===== config.mk =====
export PLATFORM = sky130hd
export DESIGN_NAME = four_bit_bidirectional_port
export DESIGN_NICKNAME = d
export VERILOG_FILES = /design/src/inc/gpio_port_pkg.sv /design/src/core/four_bit_bidirectional_port.sv
export VERILOG_INCLUDE_DIRS = /design/src /design/src/inc
export SDC_FILE = /design/constraint.sdc
export NUM_CORES = 1
export LEC_CHECK = 0
export BUFFER_PORTS_ARGS = -buffer_cell sky130_fd_sc_hd__buf_2
export CAP_MARGIN = 10
export CORE_MARGIN = 1.5
export CORE_UTILIZATION = 50
export CTS_CLUSTER_SIZE = 20
export DETAILED_ROUTE_END_ITERATION = 8
export PLACE_DENSITY = 0.83
export SYNTH_ARGS = -nofsm -noshare
export SYNTH_HDL_FRONTEND = slang
export SYNTH_SLANG_ARGS = --single-unit

===== constraint.sdc =====
create_clock -name mclk -period 1.9 [get_ports mclk]
set_input_delay 0.38 -clock mclk [delete_from_list [all_inputs] [get_ports mclk]]
set_output_delay 0.38 -clock mclk [all_outputs]
set_load 0.02 [all_outputs]

===== src/inc/gpio_port_params.svh =====
// Constants for the four-pin bidirectional port: offsets, fields, reset values
`ifndef GPIO_PORT_PARAMS_SVH
`define GPIO_PORT_PARAMS_SVH

`define ADDR_W          9
`define DATA_W          8
`define OFF_DATA_LO     9'h006
`define OFF_DATA_HI     9'h106
`define OFF_DIR_LO      9'h086
`define OFF_DIR_HI      9'h186
`define OFF_ANSEL       9'h093
`define PIN_LSB         4
`define PIN_MSB         7
`define OD_IDX          2
`define DIR_RESET       4'hF
`define ANSEL_RESET     4'hF
`define LATCH_RESET     4'h0
`define PORT_ZERO       8'h00

`endif


===== src/inc/gpio_port_pkg.sv =====
// Types shared by the port design
package gpio_port_pkg;
  typedef enum logic [1:0] {SEL_NONE, SEL_DATA, SEL_DIR, SEL_ANSEL} reg_sel_t;
endpackage


===== src/core/four_bit_bidirectional_port.sv =====
// Four-pin bidirectional port with data, direction and analog select registers
`timescale 1ns/100ps
`include "gpio_port_params.svh"
//
// Functional notes
// - Direction bit one tristates the pin driver
// - Direction bit zero drives output latch value
// - Data read returns pins; write updates latch
// - Writes load wdata bits seven to four straight into latch
// - Bit six open drain; others push-pull
// - Analog-selected pins read as zero
// - Bits seven to four implemented; low zero, except analog select in bits three to zero
// - Analog select one forces read bit zero
// - Direction bits reset to one, read/write
// - Data register mirrored at two addresses
// - Direction register mirrored at two addresses
module four_bit_bidirectional_port
  import gpio_port_pkg::*;
#(
  parameter int PINS = 4
)
(
  input  wire logic                  mclk,      // 125 MHz system clock
  input  wire logic                  rst_n,     // Asynchronous reset, active low
  input  wire logic [`ADDR_W-1:0]    addr,      // Register address
  input  wire logic [`DATA_W-1:0]    wdata,     // Write data
  input  wire logic                  wr,        // Write strobe
  input  wire logic                  rd,        // Read strobe
  output logic      [`DATA_W-1:0]    rdata,     // Read data, cycle after rd
  input  wire logic [PINS-1:0]       pinIn,     // Pin levels, asynchronous
  output logic      [PINS-1:0]       pinOut,    // Pin drive value
  output logic      [PINS-1:0]       pinOe      // Pin output enable
);

  // Logic serves the one implemented nibble only
  if (PINS != `PIN_MSB - `PIN_LSB + 1)
  begin
    $error("PINS must match the implemented nibble");
  end

  ////////////////////////////////////////////////////////////////////////////
  // Address decode, shared by read and write paths

  function automatic reg_sel_t decode(input logic [`ADDR_W-1:0] a);
    reg_sel_t s;
    s = SEL_NONE;
    case (a)
      `OFF_DATA_LO, `OFF_DATA_HI: s = SEL_DATA;
      `OFF_DIR_LO, `OFF_DIR_HI:   s = SEL_DIR;
      `OFF_ANSEL:                 s = SEL_ANSEL;
      default:                    s = SEL_NONE;
    endcase
    return s;
  endfunction

  reg_sel_t                 sel;
  logic     [PINS-1:0]      pinMeta;
  logic     [PINS-1:0]      pinSync;
  logic     [PINS-1:0]      latch;
  logic     [PINS-1:0]      dir;
  logic     [PINS-1:0]      ansel;
  logic     [PINS-1:0]      pinView;
  logic     [PINS-1:0]      next_latch;
  logic     [PINS-1:0]      next_dir;
  logic     [PINS-1:0]      next_pinOut;
  logic     [PINS-1:0]      next_pinOe;

  assign sel = decode(addr);

  ////////////////////////////////////////////////////////////////////////////
  // Pin synchroniser; only the second stage is looked at

  always_ff @(posedge mclk or negedge rst_n)
  begin
    if (!rst_n)
    begin
      pinMeta <= '0;
      pinSync <= '0;
    end
    else
    begin
      pinMeta <= pinIn;
      pinSync <= pinMeta;
    end
  end

  // Analog pins read zero even with the digital buffer live
  assign pinView = pinSync & ~ansel;

  ////////////////////////////////////////////////////////////////////////////
  // Output latch, loaded whole on a data write

  always_comb
  begin
    // Only the implemented nibble is modifiable, so the merge is full width
    next_latch = latch;
    if (wr && sel == SEL_DATA)
      next_latch = wdata[`PIN_MSB:`PIN_LSB];
  end

  // Latch unknown at power-on in silicon; a fixed value keeps sims clean
  always_ff @(posedge mclk or negedge rst_n)
  begin
    if (!rst_n)
      latch <= `LATCH_RESET;
    else
      latch <= next_latch;
  end

  always_comb
  begin
    next_dir = dir;
    if (wr && sel == SEL_DIR)
      next_dir = wdata[`PIN_MSB:`PIN_LSB];
  end

  always_ff @(posedge mclk or negedge rst_n)
  begin
    if (!rst_n)
      dir <= `DIR_RESET;
    else
      dir <= next_dir;
  end

  always_ff @(posedge mclk or negedge rst_n)
  begin
    if (!rst_n)
      ansel <= `ANSEL_RESET;
    else if (wr && sel == SEL_ANSEL)
      ansel <= wdata[PINS-1:0];
  end

  ////////////////////////////////////////////////////////////////////////////
  // Pin drivers

  always_comb
  begin
    next_pinOe  = ~next_dir;
    next_pinOut = next_latch;
    // Open-drain stage only sinks; a high latch releases the pin
    next_pinOe[`OD_IDX]  = ~next_dir[`OD_IDX] & ~next_latch[`OD_IDX];
    next_pinOut[`OD_IDX] = 1'b0;
  end

  // Built from next values so pins move on the write edge, still from flops
  always_ff @(posedge mclk or negedge rst_n)
  begin
    if (!rst_n)
    begin
      pinOut <= '0;
      pinOe  <= '0;
    end
    else
    begin
      pinOut <= next_pinOut;
      pinOe  <= next_pinOe;
    end
  end

  ////////////////////////////////////////////////////////////////////////////
  // Read data, valid the cycle after rd

  always_ff @(posedge mclk or negedge rst_n)
  begin
    if (!rst_n)
      rdata <= `PORT_ZERO;
    else if (rd)
    begin
      case (sel)
        SEL_DATA:  rdata <= {pinView, 4'h0};
        SEL_DIR:   rdata <= {dir, 4'h0};
        SEL_ANSEL: rdata <= {4'h0, ansel};
        default:   rdata <= `PORT_ZERO;
      endcase
    end
    else
      rdata <= `PORT_ZERO;
  end

  ////////////////////////////////////////////////////////////////////////////
  // Checks

  property p_dir_reset;
    @(posedge mclk) $rose(rst_n) |-> dir == `DIR_RESET;
  endproperty
  a_dir_reset: assert property (p_dir_reset) else $error("dir not reset high");

  property p_input_tristate;
    @(posedge mclk) disable iff (!rst_n) (dir & pinOe) == '0;
  endproperty
  a_input_tristate: assert property (p_input_tristate) else $error("input driven");

  property p_output_drive;
    @(posedge mclk) disable iff (!rst_n)
      !dir[1] && !(wr && sel == SEL_DIR) |=> pinOe[1] && pinOut[1] == latch[1];
  endproperty
  a_output_drive: assert property (p_output_drive) else $error("latch not driven");

  property p_open_drain;
    @(posedge mclk) disable iff (!rst_n) pinOe[`OD_IDX] |-> !pinOut[`OD_IDX];
  endproperty
  a_open_drain: assert property (p_open_drain) else $error("open drain drove high");

  property p_analog_zero;
    @(posedge mclk) disable iff (!rst_n)
      rd && sel == SEL_DATA |=> (rdata[`PIN_MSB:`PIN_LSB] & $past(ansel)) == '0;
  endproperty
  a_analog_zero: assert property (p_analog_zero) else $error("analog bit read one");

  property p_low_zero;
    @(posedge mclk) disable iff (!rst_n)
      rd && (sel == SEL_DATA || sel == SEL_DIR) |=> rdata[`PIN_LSB-1:0] == '0;
  endproperty
  a_low_zero: assert property (p_low_zero) else $error("low nibble nonzero");

  property p_write_latch;
    @(posedge mclk) disable iff (!rst_n)
      wr && sel == SEL_DATA |=> latch == $past(wdata[`PIN_MSB:`PIN_LSB]);
  endproperty
  a_write_latch: assert property (p_write_latch) else $error("latch missed write");

  property p_latch_hold;
    @(posedge mclk) disable iff (!rst_n) !(wr && sel == SEL_DATA) |=> $stable(latch);
  endproperty
  a_latch_hold: assert property (p_latch_hold) else $error("latch changed");

  property p_mirror_dir;
    @(posedge mclk) disable iff (!rst_n)
      wr && addr == `OFF_DIR_HI |=> dir == $past(wdata[`PIN_MSB:`PIN_LSB]);
  endproperty
  a_mirror_dir: assert property (p_mirror_dir) else $error("mirror dir write lost");

  property p_mirror_data;
    @(posedge mclk) disable iff (!rst_n)
      wr && addr == `OFF_DATA_HI |=> latch == $past(wdata[`PIN_MSB:`PIN_LSB]);
  endproperty
  a_mirror_data: assert property (p_mirror_data) else $error("mirror data write lost");

  property p_read_pins;
    @(posedge mclk) disable iff (!rst_n)
      rd && sel == SEL_DATA |=> rdata[`PIN_MSB:`PIN_LSB] == $past(pinView);
  endproperty
  a_read_pins: assert property (p_read_pins) else $error("read not pin level");

  property p_od_sink;
    @(posedge mclk) disable iff (!rst_n)
      pinOe[`OD_IDX] == (!dir[`OD_IDX] && !latch[`OD_IDX]);
  endproperty
  a_od_sink: assert property (p_od_sink) else $error("open drain enable wrong");

  property p_pin0_drive;
    @(posedge mclk) disable iff (!rst_n)
      !dir[0] |-> pinOe[0] && pinOut[0] == latch[0];
  endproperty
  a_pin0_drive: assert property (p_pin0_drive) else $error("pin four not driven");

  property p_pin3_drive;
    @(posedge mclk) disable iff (!rst_n)
      !dir[3] |-> pinOe[3] && pinOut[3] == latch[3];
  endproperty
  a_pin3_drive: assert property (p_pin3_drive) else $error("pin seven not driven");

  property p_latch_follow;
    @(posedge mclk) disable iff (!rst_n)
      pinOut[0] == latch[0] && pinOut[1] == latch[1] && pinOut[3] == latch[3];
  endproperty
  a_latch_follow: assert property (p_latch_follow) else $error("drive lost latch");

  property p_dir_write;
    @(posedge mclk) disable iff (!rst_n)
      wr && sel == SEL_DIR |=> dir == $past(wdata[`PIN_MSB:`PIN_LSB]);
  endproperty
  a_dir_write: assert property (p_dir_write) else $error("dir missed write");

  property p_dir_hold;
    @(posedge mclk) disable iff (!rst_n)
      !(wr && sel == SEL_DIR) |=> $stable(dir);
  endproperty
  a_dir_hold: assert property (p_dir_hold) else $error("dir changed");

  property p_mirror_dir_lo;
    @(posedge mclk) disable iff (!rst_n)
      wr && addr == `OFF_DIR_LO |=> dir == $past(wdata[`PIN_MSB:`PIN_LSB]);
  endproperty
  a_mirror_dir_lo: assert property (p_mirror_dir_lo) else $error("dir write lost");

  property p_mirror_data_lo;
    @(posedge mclk) disable iff (!rst_n)
      wr && addr == `OFF_DATA_LO |=> latch == $past(wdata[`PIN_MSB:`PIN_LSB]);
  endproperty
  a_mirror_data_lo: assert property (p_mirror_data_lo) else $error("data write lost");

  property p_read_dir;
    @(posedge mclk) disable iff (!rst_n)
      rd && sel == SEL_DIR |=> rdata[`PIN_MSB:`PIN_LSB] == $past(dir);
  endproperty
  a_read_dir: assert property (p_read_dir) else $error("dir read wrong");

  property p_read_mirror_data;
    @(posedge mclk) disable iff (!rst_n)
      rd && addr == `OFF_DATA_HI |=> rdata[`PIN_MSB:`PIN_LSB] == $past(pinView);
  endproperty
  a_read_mirror_data: assert property (p_read_mirror_data) else $error("mirror read");

  property p_read_mirror_dir;
    @(posedge mclk) disable iff (!rst_n)
      rd && addr == `OFF_DIR_HI |=> rdata[`PIN_MSB:`PIN_LSB] == $past(dir);
  endproperty
  a_read_mirror_dir: assert property (p_read_mirror_dir) else $error("dir mirror");

  property p_rdata_idle;
    @(posedge mclk) disable iff (!rst_n)
      !rd |=> rdata == `PORT_ZERO;
  endproperty
  a_rdata_idle: assert property (p_rdata_idle) else $error("read data lingered");

  property p_unmapped_read;
    @(posedge mclk) disable iff (!rst_n)
      rd && sel == SEL_NONE |=> rdata == `PORT_ZERO;
  endproperty
  a_unmapped_read: assert property (p_unmapped_read) else $error("unmapped read");

  property p_unmapped_write;
    @(posedge mclk) disable iff (!rst_n)
      wr && sel == SEL_NONE |=> $stable(latch) && $stable(dir);
  endproperty
  a_unmapped_write: assert property (p_unmapped_write) else $error("unmapped write");

  property p_write_only_latch;
    @(posedge mclk) disable iff (!rst_n)
      wr && sel == SEL_DATA |=> $stable(dir) && $stable(ansel);
  endproperty
  a_write_only_latch: assert property (p_write_only_latch) else $error("data write leaked");

  property p_sync_stages;
    @(posedge mclk) disable iff (!rst_n)
      $past(rst_n) && $past(rst_n, 2) |-> pinSync == $past(pinIn, 2);
  endproperty
  a_sync_stages: assert property (p_sync_stages) else $error("pin sync depth");

  property p_ansel_write;
    @(posedge mclk) disable iff (!rst_n)
      wr && sel == SEL_ANSEL |=> ansel == $past(wdata[PINS-1:0]);
  endproperty
  a_ansel_write: assert property (p_ansel_write) else $error("analog select lost");

endmodule


### Word-level counts from Yosys, hierarchy flattened

Index checks and enable logic that the tools add are counted.

| cells by class | value |
|---|---|
| eq/ne operators | 8 |
| mux-type cells | 5 |
| bitwise gates (word level) | 6 |
| reduce and logical (&&, ||, !) cells | 5 |

Operators by type and width:

| operator | number |
|---|---|
| $pmux 8 s3 | 1 |
| $eq 9x8->1 const B | 2 |
| $eq 9x9->1 const B | 2 |
| $eq 9x3->1 const B | 1 |
| $mux 4 | 2 |
| $mux 8 | 1 |
| $not 4->4 | 2 |
| $pmux 2 s3 | 1 |
| $and 4x4->4 | 1 |
| $eq 2x2->1 const B | 2 |
| $reduce_or 2->1 | 2 |
| $logic_and 1x1->1 | 3 |
| $eq 2x1->1 const B | 1 |
| $not 1->1 | 2 |
| $and 1x1->1 | 1 |

| word-level totals | value |
|---|---|
| flip-flop bits (word level) | 35 |
| input bits | 25 |
| word-level logic and storage cells | 32 |

### Logic depth before layout (Yosys ltp)

Gate-level depths: netlist of the first run.

| depth | value |
|---|---|
| depth after elaboration | 8 |
| depth in mapped cells | 4 |
| mapped depth without buffers | 3 |

### Least setup slack after synthesis of the first run

Ideal clock, no wire load.

| timing path | value |
|---|---|
| kind | input-to-reg |
| from | input port addr[5] |
| to | register dir[0] |
| library setup time | 82 ps |
| arrival time | 1366 ps |
| path slack | 452 ps |
| stages | 3 |
| buffers on the path | 0 |
| cells stage by stage | nor4b_4 nand4_2 mux2_2 |

| on the way | value |
|---|---|
| cells in the longest elaborated chain, start to end | 6 |

Ends and longest elaborated chain:

| what | line | RTL |
|---|---|---|
| start, declared | four_bit_bidirectional_port.sv:25 | `` input wire logic [`ADDR_W-1:0] addr, `` |
| $eq 9x8->1 (tied with other cells) | four_bit_bidirectional_port.sv:47 | `case (a)` |
| $reduce_or 2->1 | four_bit_bidirectional_port.sv:47 |  |
| $pmux 2 s3 (*) | four_bit_bidirectional_port.sv:47 |  |
| $eq 2x2->1 (*) | four_bit_bidirectional_port.sv:113 | `if (wr && sel == SEL_DIR)` |
| $logic_and 1x1->1 (*) | four_bit_bidirectional_port.sv:113 |  |
| $mux 4 (*) | four_bit_bidirectional_port.sv:113 |  |
| named net next_dir[0] | four_bit_bidirectional_port.sv:64 | `logic [PINS-1:0] next_dir;` |
| end signal, assigned | four_bit_bidirectional_port.sv:120 | `` dir <= `DIR_RESET; `` |
| end signal, assigned | four_bit_bidirectional_port.sv:122 | `dir <= next_dir;` |
| end, declared | four_bit_bidirectional_port.sv:60 | `logic [PINS-1:0] dir;` |

Mark *: on every way through the listed nets, which the timed path passes. The rest lies on a longest branch.
A chain may end at the register's enable or synchronous reset.

### Worst setup path in the final report of the first run

| timing path | value |
|---|---|
| from | input port addr[5] |
| to | register latch[0] |

| on the way | value |
|---|---|
| cells in the longest elaborated chain, start to end | 6 |

Ends and longest elaborated chain:

| what | line | RTL |
|---|---|---|
| $eq 9x8->1 (tied with other cells) | four_bit_bidirectional_port.sv:47 |  |
| $reduce_or 2->1 | four_bit_bidirectional_port.sv:47 |  |
| $pmux 2 s3 (*) | four_bit_bidirectional_port.sv:47 |  |
| $eq 2x1->1 (*) | four_bit_bidirectional_port.sv:97 | `if (wr && sel == SEL_DATA)` |
| $logic_and 1x1->1 (*) | four_bit_bidirectional_port.sv:97 |  |
| $mux 4 (*) | four_bit_bidirectional_port.sv:97 |  |
| end signal, assigned | four_bit_bidirectional_port.sv:105 | `` latch <= `LATCH_RESET; `` |
| end signal, assigned | four_bit_bidirectional_port.sv:107 | `latch <= next_latch;` |
| end, declared | four_bit_bidirectional_port.sv:59 | `logic [PINS-1:0] latch;` |

Mark *: on every way between the ends. The rest lies on a longest branch, timed or not.

==> summary.md, run 1 <==
| Metric | Value |
|---|---|
| Arrival time worst endpoint | `1.63 ns` |
| Post-Place Worst Slack | `0.120 ns` |
| Core area | `2250 um^2` |
| Layout cell share with drive strength beyond 1 | `55.1%` |
| First-pass GRT wire length | `3.56 mm` |
| Pin count of the biggest net entering global routing | `33` |
| N_diodes | `0` |
| Mapped Area | `1220 um^2` |
| Total gr overflow | `0` |
| Hold-fix buffers at CTS | `0` |
| Average size of a mapped cell | `14.4 um^2` |
| Min Tclk post-route | `1.43 ns` |
| RD Place Congestion | `0.690` |
| Distinct cells, synth | `23` |
| Initial DRT Pass Iterations | `4` |
| Die width | `52.5 um` |
| Unrepaired setup endpoints after global routing | `no` |
| CTS sink count | `32` |
| Path type of the worst setup path | `in2reg` |
| Final Hold Vio Count | `0` |
| Synth area leader | `dfrtp_1` |
| Setup ws final | `0.470 ns` |
| Vias/cell | `5.19` |
| Synth warnings | `0` |
| F_max | `0.699 GHz` |
| Vias post-DR | `804` |
| Clock latency on the worst-skew pair | `0.32 ns` |
| Largest family of logic cells by synthesized area | `multiplexers` |
| Die area | `2760 um^2` |
| CP Launch Type | `primary input` |
| Synth top area cells | `dfrtp_1 (49%), dfstp_2 (17%), mux2_2 (11%), nor2_1 (3.4%), mux2i_1 (2.5%)` |
| Post-synthesis adder-cell area fraction | `0%` |
| Syn nets | `110` |
| Synth top area share | `49.0%` |
| CTS Buf Count | `5` |
| CTS tree | `yes` |
| Vias in the first global route | `834` |
| # IOs | `41` |
| Outcome | `finished clean` |
| Cells on worst reg2reg path | `3` |
| Port Buffers | `39` |
| Critical Path Sink Type | `flop` |
| Routed wire per std cell | `13.7 um` |
| Mux cell area share after synthesis | `13.5%` |
| Critical Path RT | `2.10 ns` |
| Setup TNS | `0 ns` |
| Area of the multi-input gates | `364 um^2` |
| Post-Synth Simple-Gate Area | `11.4%` |
| PostCTS Resize Cnt | `0` |
| DR DRC count | `0` |
| Register area share after synthesis | `66.2%` |
| Reg area | `811 um^2` |
| Initial antenna violation count | `0` |
| Power Density | `833 nW/um^2` |
| Initial Utilization | `54.3%` |
| Peak supply drop | `0.604 mV` |
| Antenna Nets Post-Route | `0` |
| Worst Tran Pin Value | `0.656 ns` |
| Final setup viols | `0` |
| Root Driver | `clkbuf_4` |
| Final wirelength | `2.12 mm` |
| # rows | `17` |
| Max H-tree Level | `2` |
| Hold Crit Class | `in2async` |
| Syn-to-layout area delta | `21.6%` |
| Syn Inst Count | `85` |
| Final period util | `75.2%` |
| #FFs+latches synth | `32` |
| Slew margin rel. | `56.3%` |
| Postcts setup bufs | `0` |
| CTS Buffer Depth | `2` |
| Maxcap violations | `0` |
| Total GRT Usage | `19.4%` |
| Clock Skews | `0.0137 ns` |
| Max Slew Vio Count | `0` |
| Post-Synth XOR/XNOR Area | `0%` |
| Clock Pin Slew Worst Setup and Hold Paths | `0.10 ns` |
| Initial DRC Count | `3` |
| HPWL after DPL | `1.62 mm` |
| NumNets Final | `151` |
| Fill count | `191` |
| CP Max Fanout | `7` |
| Chip height | `52.5 um` |
| Compound-cell area share of the yosys netlist | `4.49%` |
| Leak | `0.746 nW` |
## stage by stage
stage / power [mW] / hold WS, ns / cells / cell area (um^2) / util [%]
2_1_floorplan: 0.782 / 0.0844 / 85 / 1220 / -
3_3_place_gp: 0.829 / 0.331 / 147 / 1420 / 63.0
3_5_place_dp: 0.835 / 0.335 / 147 / 1420 / 63.0
4_1_cts: 1.26 / 0.0991 / 155 / 1490 / 66.0
5_1_grt: 1.31 / 0.113 / 155 / 1490 / 66.0
6_report: 1.24 / 0.0867 / 155 / 1490 / 66.0
## worst max-delay path, cell delays in order
cell and delay, ns:
buf_2 0.12, nor4b_4 0.46, nand4b_1 0.32, mux2_2 0.35
## placed cells by master, fill, tap and decap left out, types with 3 or more instances in the layout
master,netlist,final
buf_2,1,39
dfrtp_1,24,24
mux2_2,12,12
nor2_1,11,11
dfstp_2,8,8
clkbuf_4,0,5
inv_1,4,4
mux2i_1,3,3
a22oi_1,3,3
## synth_stat cells, drive strengths merged
| master | instances |
|---|---|
| inv | 4 |
| dfrtp | 24 |
| a41o | 1 |
| nor3b | 2 |
| nand3 | 1 |
| nor2 | 11 |
| nor2b | 1 |
| nor4b | 1 |
| mux2i | 3 |
| a211oi | 1 |
| a21oi | 1 |
| a22oi | 3 |
| nand4b | 1 |
| a311oi | 1 |
| buf | 5 |
| nor4bb | 1 |
| dfstp | 8 |
| conb | 1 |
| mux2 | 12 |
| nand4 | 3 |
## worst paths after layout
| check | from | endpoint | slack (ns) |
|---|---|---|---|
| max in group asynchronous | rst_n | pinOe[3]$_DFF_PN0_ | 1.39 |
| max | addr[5] | latch[0]$_DFFE_PN0N_ | 0.47 |
| min in group mclk | pinIn[2] | pinMeta[2]$_DFF_PN0_ | 0.16 |
| max reg2reg | dir[2]$_DFF_PN1_ | pinOe[2]$_DFF_PN0_ | 0.77 |
| min | rst_n | rdata[4]$_DFF_PN0_ | 0.09 |
| min reg2reg | pinMeta[0]$_DFF_PN0_ | pinSync[0]$_DFF_PN0_ | 0.35 |
## per-layer routing
metal | up-vias | GRT usage [%] | wire (um)
met2 | 30 | 34.8 | 1150
met4 | 0 | 7.69 | 15
met1 | 394 | 19.0 | 803
met3 | 2 | 8.86 | 147
li1 | 378 | - | -
met5 | - | 0 | 0
## area by class of cell
type	count	share of cell area, %
clock buffer	8	4.62
inverter	4	1.01
multi-input combinational	44	24.5
sequential	32	54.5
tap	28	2.35
timing repair buffer	39	13.1
## cells by family (layout without fill, tap and decap cells)
kind of cell,count (synthesis),count (layout)
and+or+nand+nor,21,21
other,1,1
AOI/OAI and AO/OA,7,7
buffers and inverters,9,51
muxes,15,15
DFF,32,32
## registers in the layout, summed over array words and instances (netlist names)
| register | cells |
|---|---|
| pinMeta | 4 |
| latch | 3 |
| pinOut | 1 |
| pinOe | 4 |
| ansel | 4 |
| pinSync | 4 |
| dir | 4 |
| rdata | 8 |
## where the power goes
part	internal [mW]	leakage, nW	switching [mW]
clock	0.218	0.0386	0.202
combinational	0.0439	0.329	0.0560
sequential	0.710	0.379	0.0105
total	0.971	0.746	0.268
(Power assumes the default switching activity.)
==> run 2: changes to the inputs <==
Settings changed: ABC_AREA set to 1, CORE_UTILIZATION 50 to 49, PLACE_DENSITY 0.83 to 0.81.
Clock period 1.9 ns to 1.45 ns, I/O delays scaled along.
==> summary.md, run 2 <==
| Metric | Value |
|---|---|
| HPWL after DPL | `1.83 mm (+13%)` |
| Critical path buffer and inverter count | `1 (unchanged)` |
| Initial Utilization | `53.1% (-1.2 points)` |
| Setup TNS | `0 ns (unchanged)` |
| Post-synth EDFFs | `0 (unchanged)` |
| Antenna Nets Post-Route | `0 (unchanged)` |
| Reg area | `811 um^2 (unchanged)` |
| Synth area leader | `dfrtp_1` |
| Initial antenna violation count | `0 (unchanged)` |
| Failing checks | `negative hold slack` |
| CP Launch Type | `flop` |
| # rows | `18 (+1)` |
| Syn-to-layout area delta | `21.8%` |
| CP max stage cell | `dfrtp_1` |
| Outcome | `finished with violations` |
| Initial DRC Count | `26 (+23)` |
| Slew margin rel. | `55.9% (-0.43 points)` |
| Average size of a mapped cell | `10.7 um^2 (-26%)` |
| F_max | `0.859 GHz` |
| Reg2reg start | `dir[3]$_DFF_PN1_` |
| Area of the multi-input gates | `423 um^2 (+16%)` |
| Net Sw Power | `401 uW (+49%)` |
| Vias/cell | `4.96 (-4.3%)` |
| Initial DRT Pass Iterations | `4 (unchanged)` |
| CTS Buf Count | `5 (unchanged)` |
| N_diodes | `0 (unchanged)` |
| Die area | `3060 um^2 (+11%)` |
| Hold-fix buffers at CTS | `0 (unchanged)` |
| Largest Register | `rdata` |
| Commonest cells post-synth | `dfrtp_1 (24), inv_1 (19), nand2_1 (18), nand3_1 (9), dfstp_2 (8)` |
| Hold slack | `-0.0221 ns (-0.109 ns)` |
| Distinct cells, synth | `18 (-22%)` |
| Delay-heaviest family, CP | `flip-flops` |
| Total GRT Usage | `17.5% (-1.9 points)` |
| #FFs+latches synth | `32 (unchanged)` |
| Slowest stage delay, CP | `0.39 ns (-0.07 ns)` |
| Critical Path RT | `1.16 ns (-0.94 ns)` |
| CP Max Fanout | `1 (-6)` |
| Worst Tran Pin Value | `0.662 ns (+0.00645 ns)` |
| Routed wire per std cell | `12.1 um (-11%)` |
| Leak | `0.797 nW (+6.8%)` |
| Final Hold Vio Count | `24 (+24)` |
| Clock Pin Slew Worst Setup and Hold Paths | `0.10 ns (about the same)` |
| Vias post-DR | `978 (+22%)` |
| Synth top area share | `44.8% (-4.2 points)` |
| Syn Inst Count | `125 (+47%)` |
| Final setup viols | `0 (unchanged)` |
| Synth top area cells | `dfrtp_1 (45%), dfstp_2 (16%), inv_1 (5.3%), nand3_4 (5.2%), nand2_1 (5.0%)` |
| Chip height | `55.3 um (+5.3%)` |
| Unrepaired setup endpoints after global routing | `no` |
| Max Slew Vio Count | `0 (unchanged)` |
| Port Buffers | `39 (unchanged)` |
| PostCTS Resize Cnt | `0 (unchanged)` |
| Max H-tree Level | `2 (unchanged)` |
| Min Tclk post-route | `1.16 ns` |
| Vias in the first global route | `1000 (+20%)` |
| Sequential power share | `51.3% (-6.8 points)` |
| Dominant synthesized flop cell | `dfrtp_1` |
| Max reg flops | `8 (unchanged)` |
| Root Driver | `clkbuf_4` |
| Total gr overflow | `0 (unchanged)` |
| CTS tree | `yes` |
| Register area share after synthesis | `60.5% (-5.7 points)` |
| Cells on worst reg2reg path | `2 (-1)` |
| Synth warnings | `0 (unchanged)` |
| Clock latency on the worst-skew pair | `0.33 ns (about the same)` |
| Post-layout util | `64.7% (-1.3 points)` |
| Path type of the worst setup path | `reg2out` |
| Sw Ratio | `21.8% (+0.17 points)` |
| Maxcap violations | `0 (unchanged)` |
| Most frequent cells in the layout | `buf_2 (39), dfrtp_1 (24), inv_1 (19)` |
| Arrival time worst endpoint | `0.87 ns (-0.76 ns)` |
| DR DRC count | `0 (unchanged)` |
| Comb power frac | `8.0% (about the same)` |
| Top-count cell post-synth | `dfrtp_1` |
| First-pass GRT wire length | `4.11 mm (+16%)` |
| Reg2reg end | `rdata[7]$_DFF_PN0_` |
| Final wirelength | `2.39 mm (+13%)` |
| Syn nets | `150 (+36%)` |
| CTS sink count | `32 (unchanged)` |
| Clock Skews | `0.0106 ns (-0.00303 ns)` |
| Peak supply drop | `0.891 mV (+47%)` |
| Postcts setup bufs | `0 (unchanged)` |
| NumNets Final | `191 (+26%)` |
| Int Pwr | `1.44 mW (+48%)` |
| Flop2flop setup slack | `0.56 ns (-0.21 ns)` |
| Critical Path Sink Type | `primary output` |
| Final period util | `80.3%` |
| Power Density | `1130 nW/um^2 (+35%)` |
| Clk pwr share | `40.7% (+6.9 points)` |
| RD Place Congestion | `0.859 (+25%)` |
| CTS Buffer Depth | `2 (unchanged)` |
| Commonest non-fill, non-tap cell in the layout | `buf_2` |
| Core area | `2520 um^2 (+12%)` |
| Layout cell share with drive strength beyond 1 | `45.5% (-9.6 points)` |
| Asr flop ratio synth | `100% (unchanged)` |
| Fill count | `201 (+5.2%)` |
| # IOs | `41 (unchanged)` |
| Critical-path cell list | `buf_2` |
| Die width | `55.3 um (+5.3%)` |
| Mapped Area | `1340 um^2 (+9.4%)` |
| Hold Crit Class | `in2async` |
| Pin count of the biggest net entering global routing | `33 (unchanged)` |
## run 2: cell count changes after synthesis, sizes merged, moves of 2 or more
cell,delta
a21oi,+3
a22oi,-3
inv,+15
mux2,-12
mux2i,-3
nand2,+25
nand3,+12
nand4,+3
nor2,+3
nor3b,-2
o21ai,+6
## run 2: kinds of logic (layout without fill, tap and decap cells)
family | count (synthesis) | count (layout) | synth area share (%)
AND/OR/NAND/NOR | 58 | 58 | 26.7
flip-flops | 32 | 32 | 60.5
AO/OA/AOI/OAI | 10 | 10 | 4.58
buffers and inverters | 24 | 66 | 7.94
other | 1 | 1 | 0.280
## run 2: layout make-up
| class | instances | area share, % |
|---|---|---|
| clock buffer | 7 | 3.98 |
| clock inverter | 1 | 1.84 |
| inverter | 19 | 4.37 |
| multi-input combinational | 69 | 25.9 |
| sequential | 32 | 49.7 |
| tap | 30 | 2.30 |
| timing repair buffer | 39 | 12.0 |
## run 2: metrics by stage
stage	power [mW]	cell area, um^2	hold WS [ns]	instances	worst slack (ns)
floorplan	1.04	1340	-0.00559	125	0.440
global placement	1.10	1540	0.333	189	0.274
global route	1.93	1630	0.0137	197	0.245
CTS	1.85	1630	0.00261	197	0.271
detailed placement	1.11	1540	0.339	189	0.209
finish	1.84	1630	-0.0221	197	0.285
## run 2: worst reg2reg max path, stage by stage, from the launching register on
cell and delay [ns]:
dfstp_2 0.54, nand3_1 0.09, a21oi_1 0.18
## run 2: worst max path at each step
stage	to	cells past startpoint	startpoint
2_1_floorplan	pinOe[0]$_DFF_PN0_	6	addr[6]
3_3_place_gp	pinOe[1]$_DFF_PN0_	7	addr[6]
3_5_place_dp	pinOe[0]$_DFF_PN0_	7	addr[6]
4_1_cts	rdata[7]	1	rdata[7]$_DFF_PN0_
5_1_grt	rdata[3]	1	rdata[3]$_DFF_PN0_
6_report	rdata[7]	1	rdata[7]$_DFF_PN0_
## run 2: power by group through the flow
stage | clock, mW | sequential, mW | combinational (mW)
after global routing | 0.816 | 0.946 | 0.165
after global placement | 0 | 0.958 | 0.144
final | 0.748 | 0.942 | 0.148
after floorplan | 0 | 0.965 | 0.0748
after CTS | 0.762 | 0.942 | 0.150
after detailed placement | 0 | 0.958 | 0.150
## run 2: routing by layer
metal  GRT usage [%]  vias up  routed length [um]
li1                -      472                   -
met2            27.6       39                1150
met4            6.27        0                  36
met3            8.20        6                 192
met1            20.9      461                1010
met5               0        -                   0
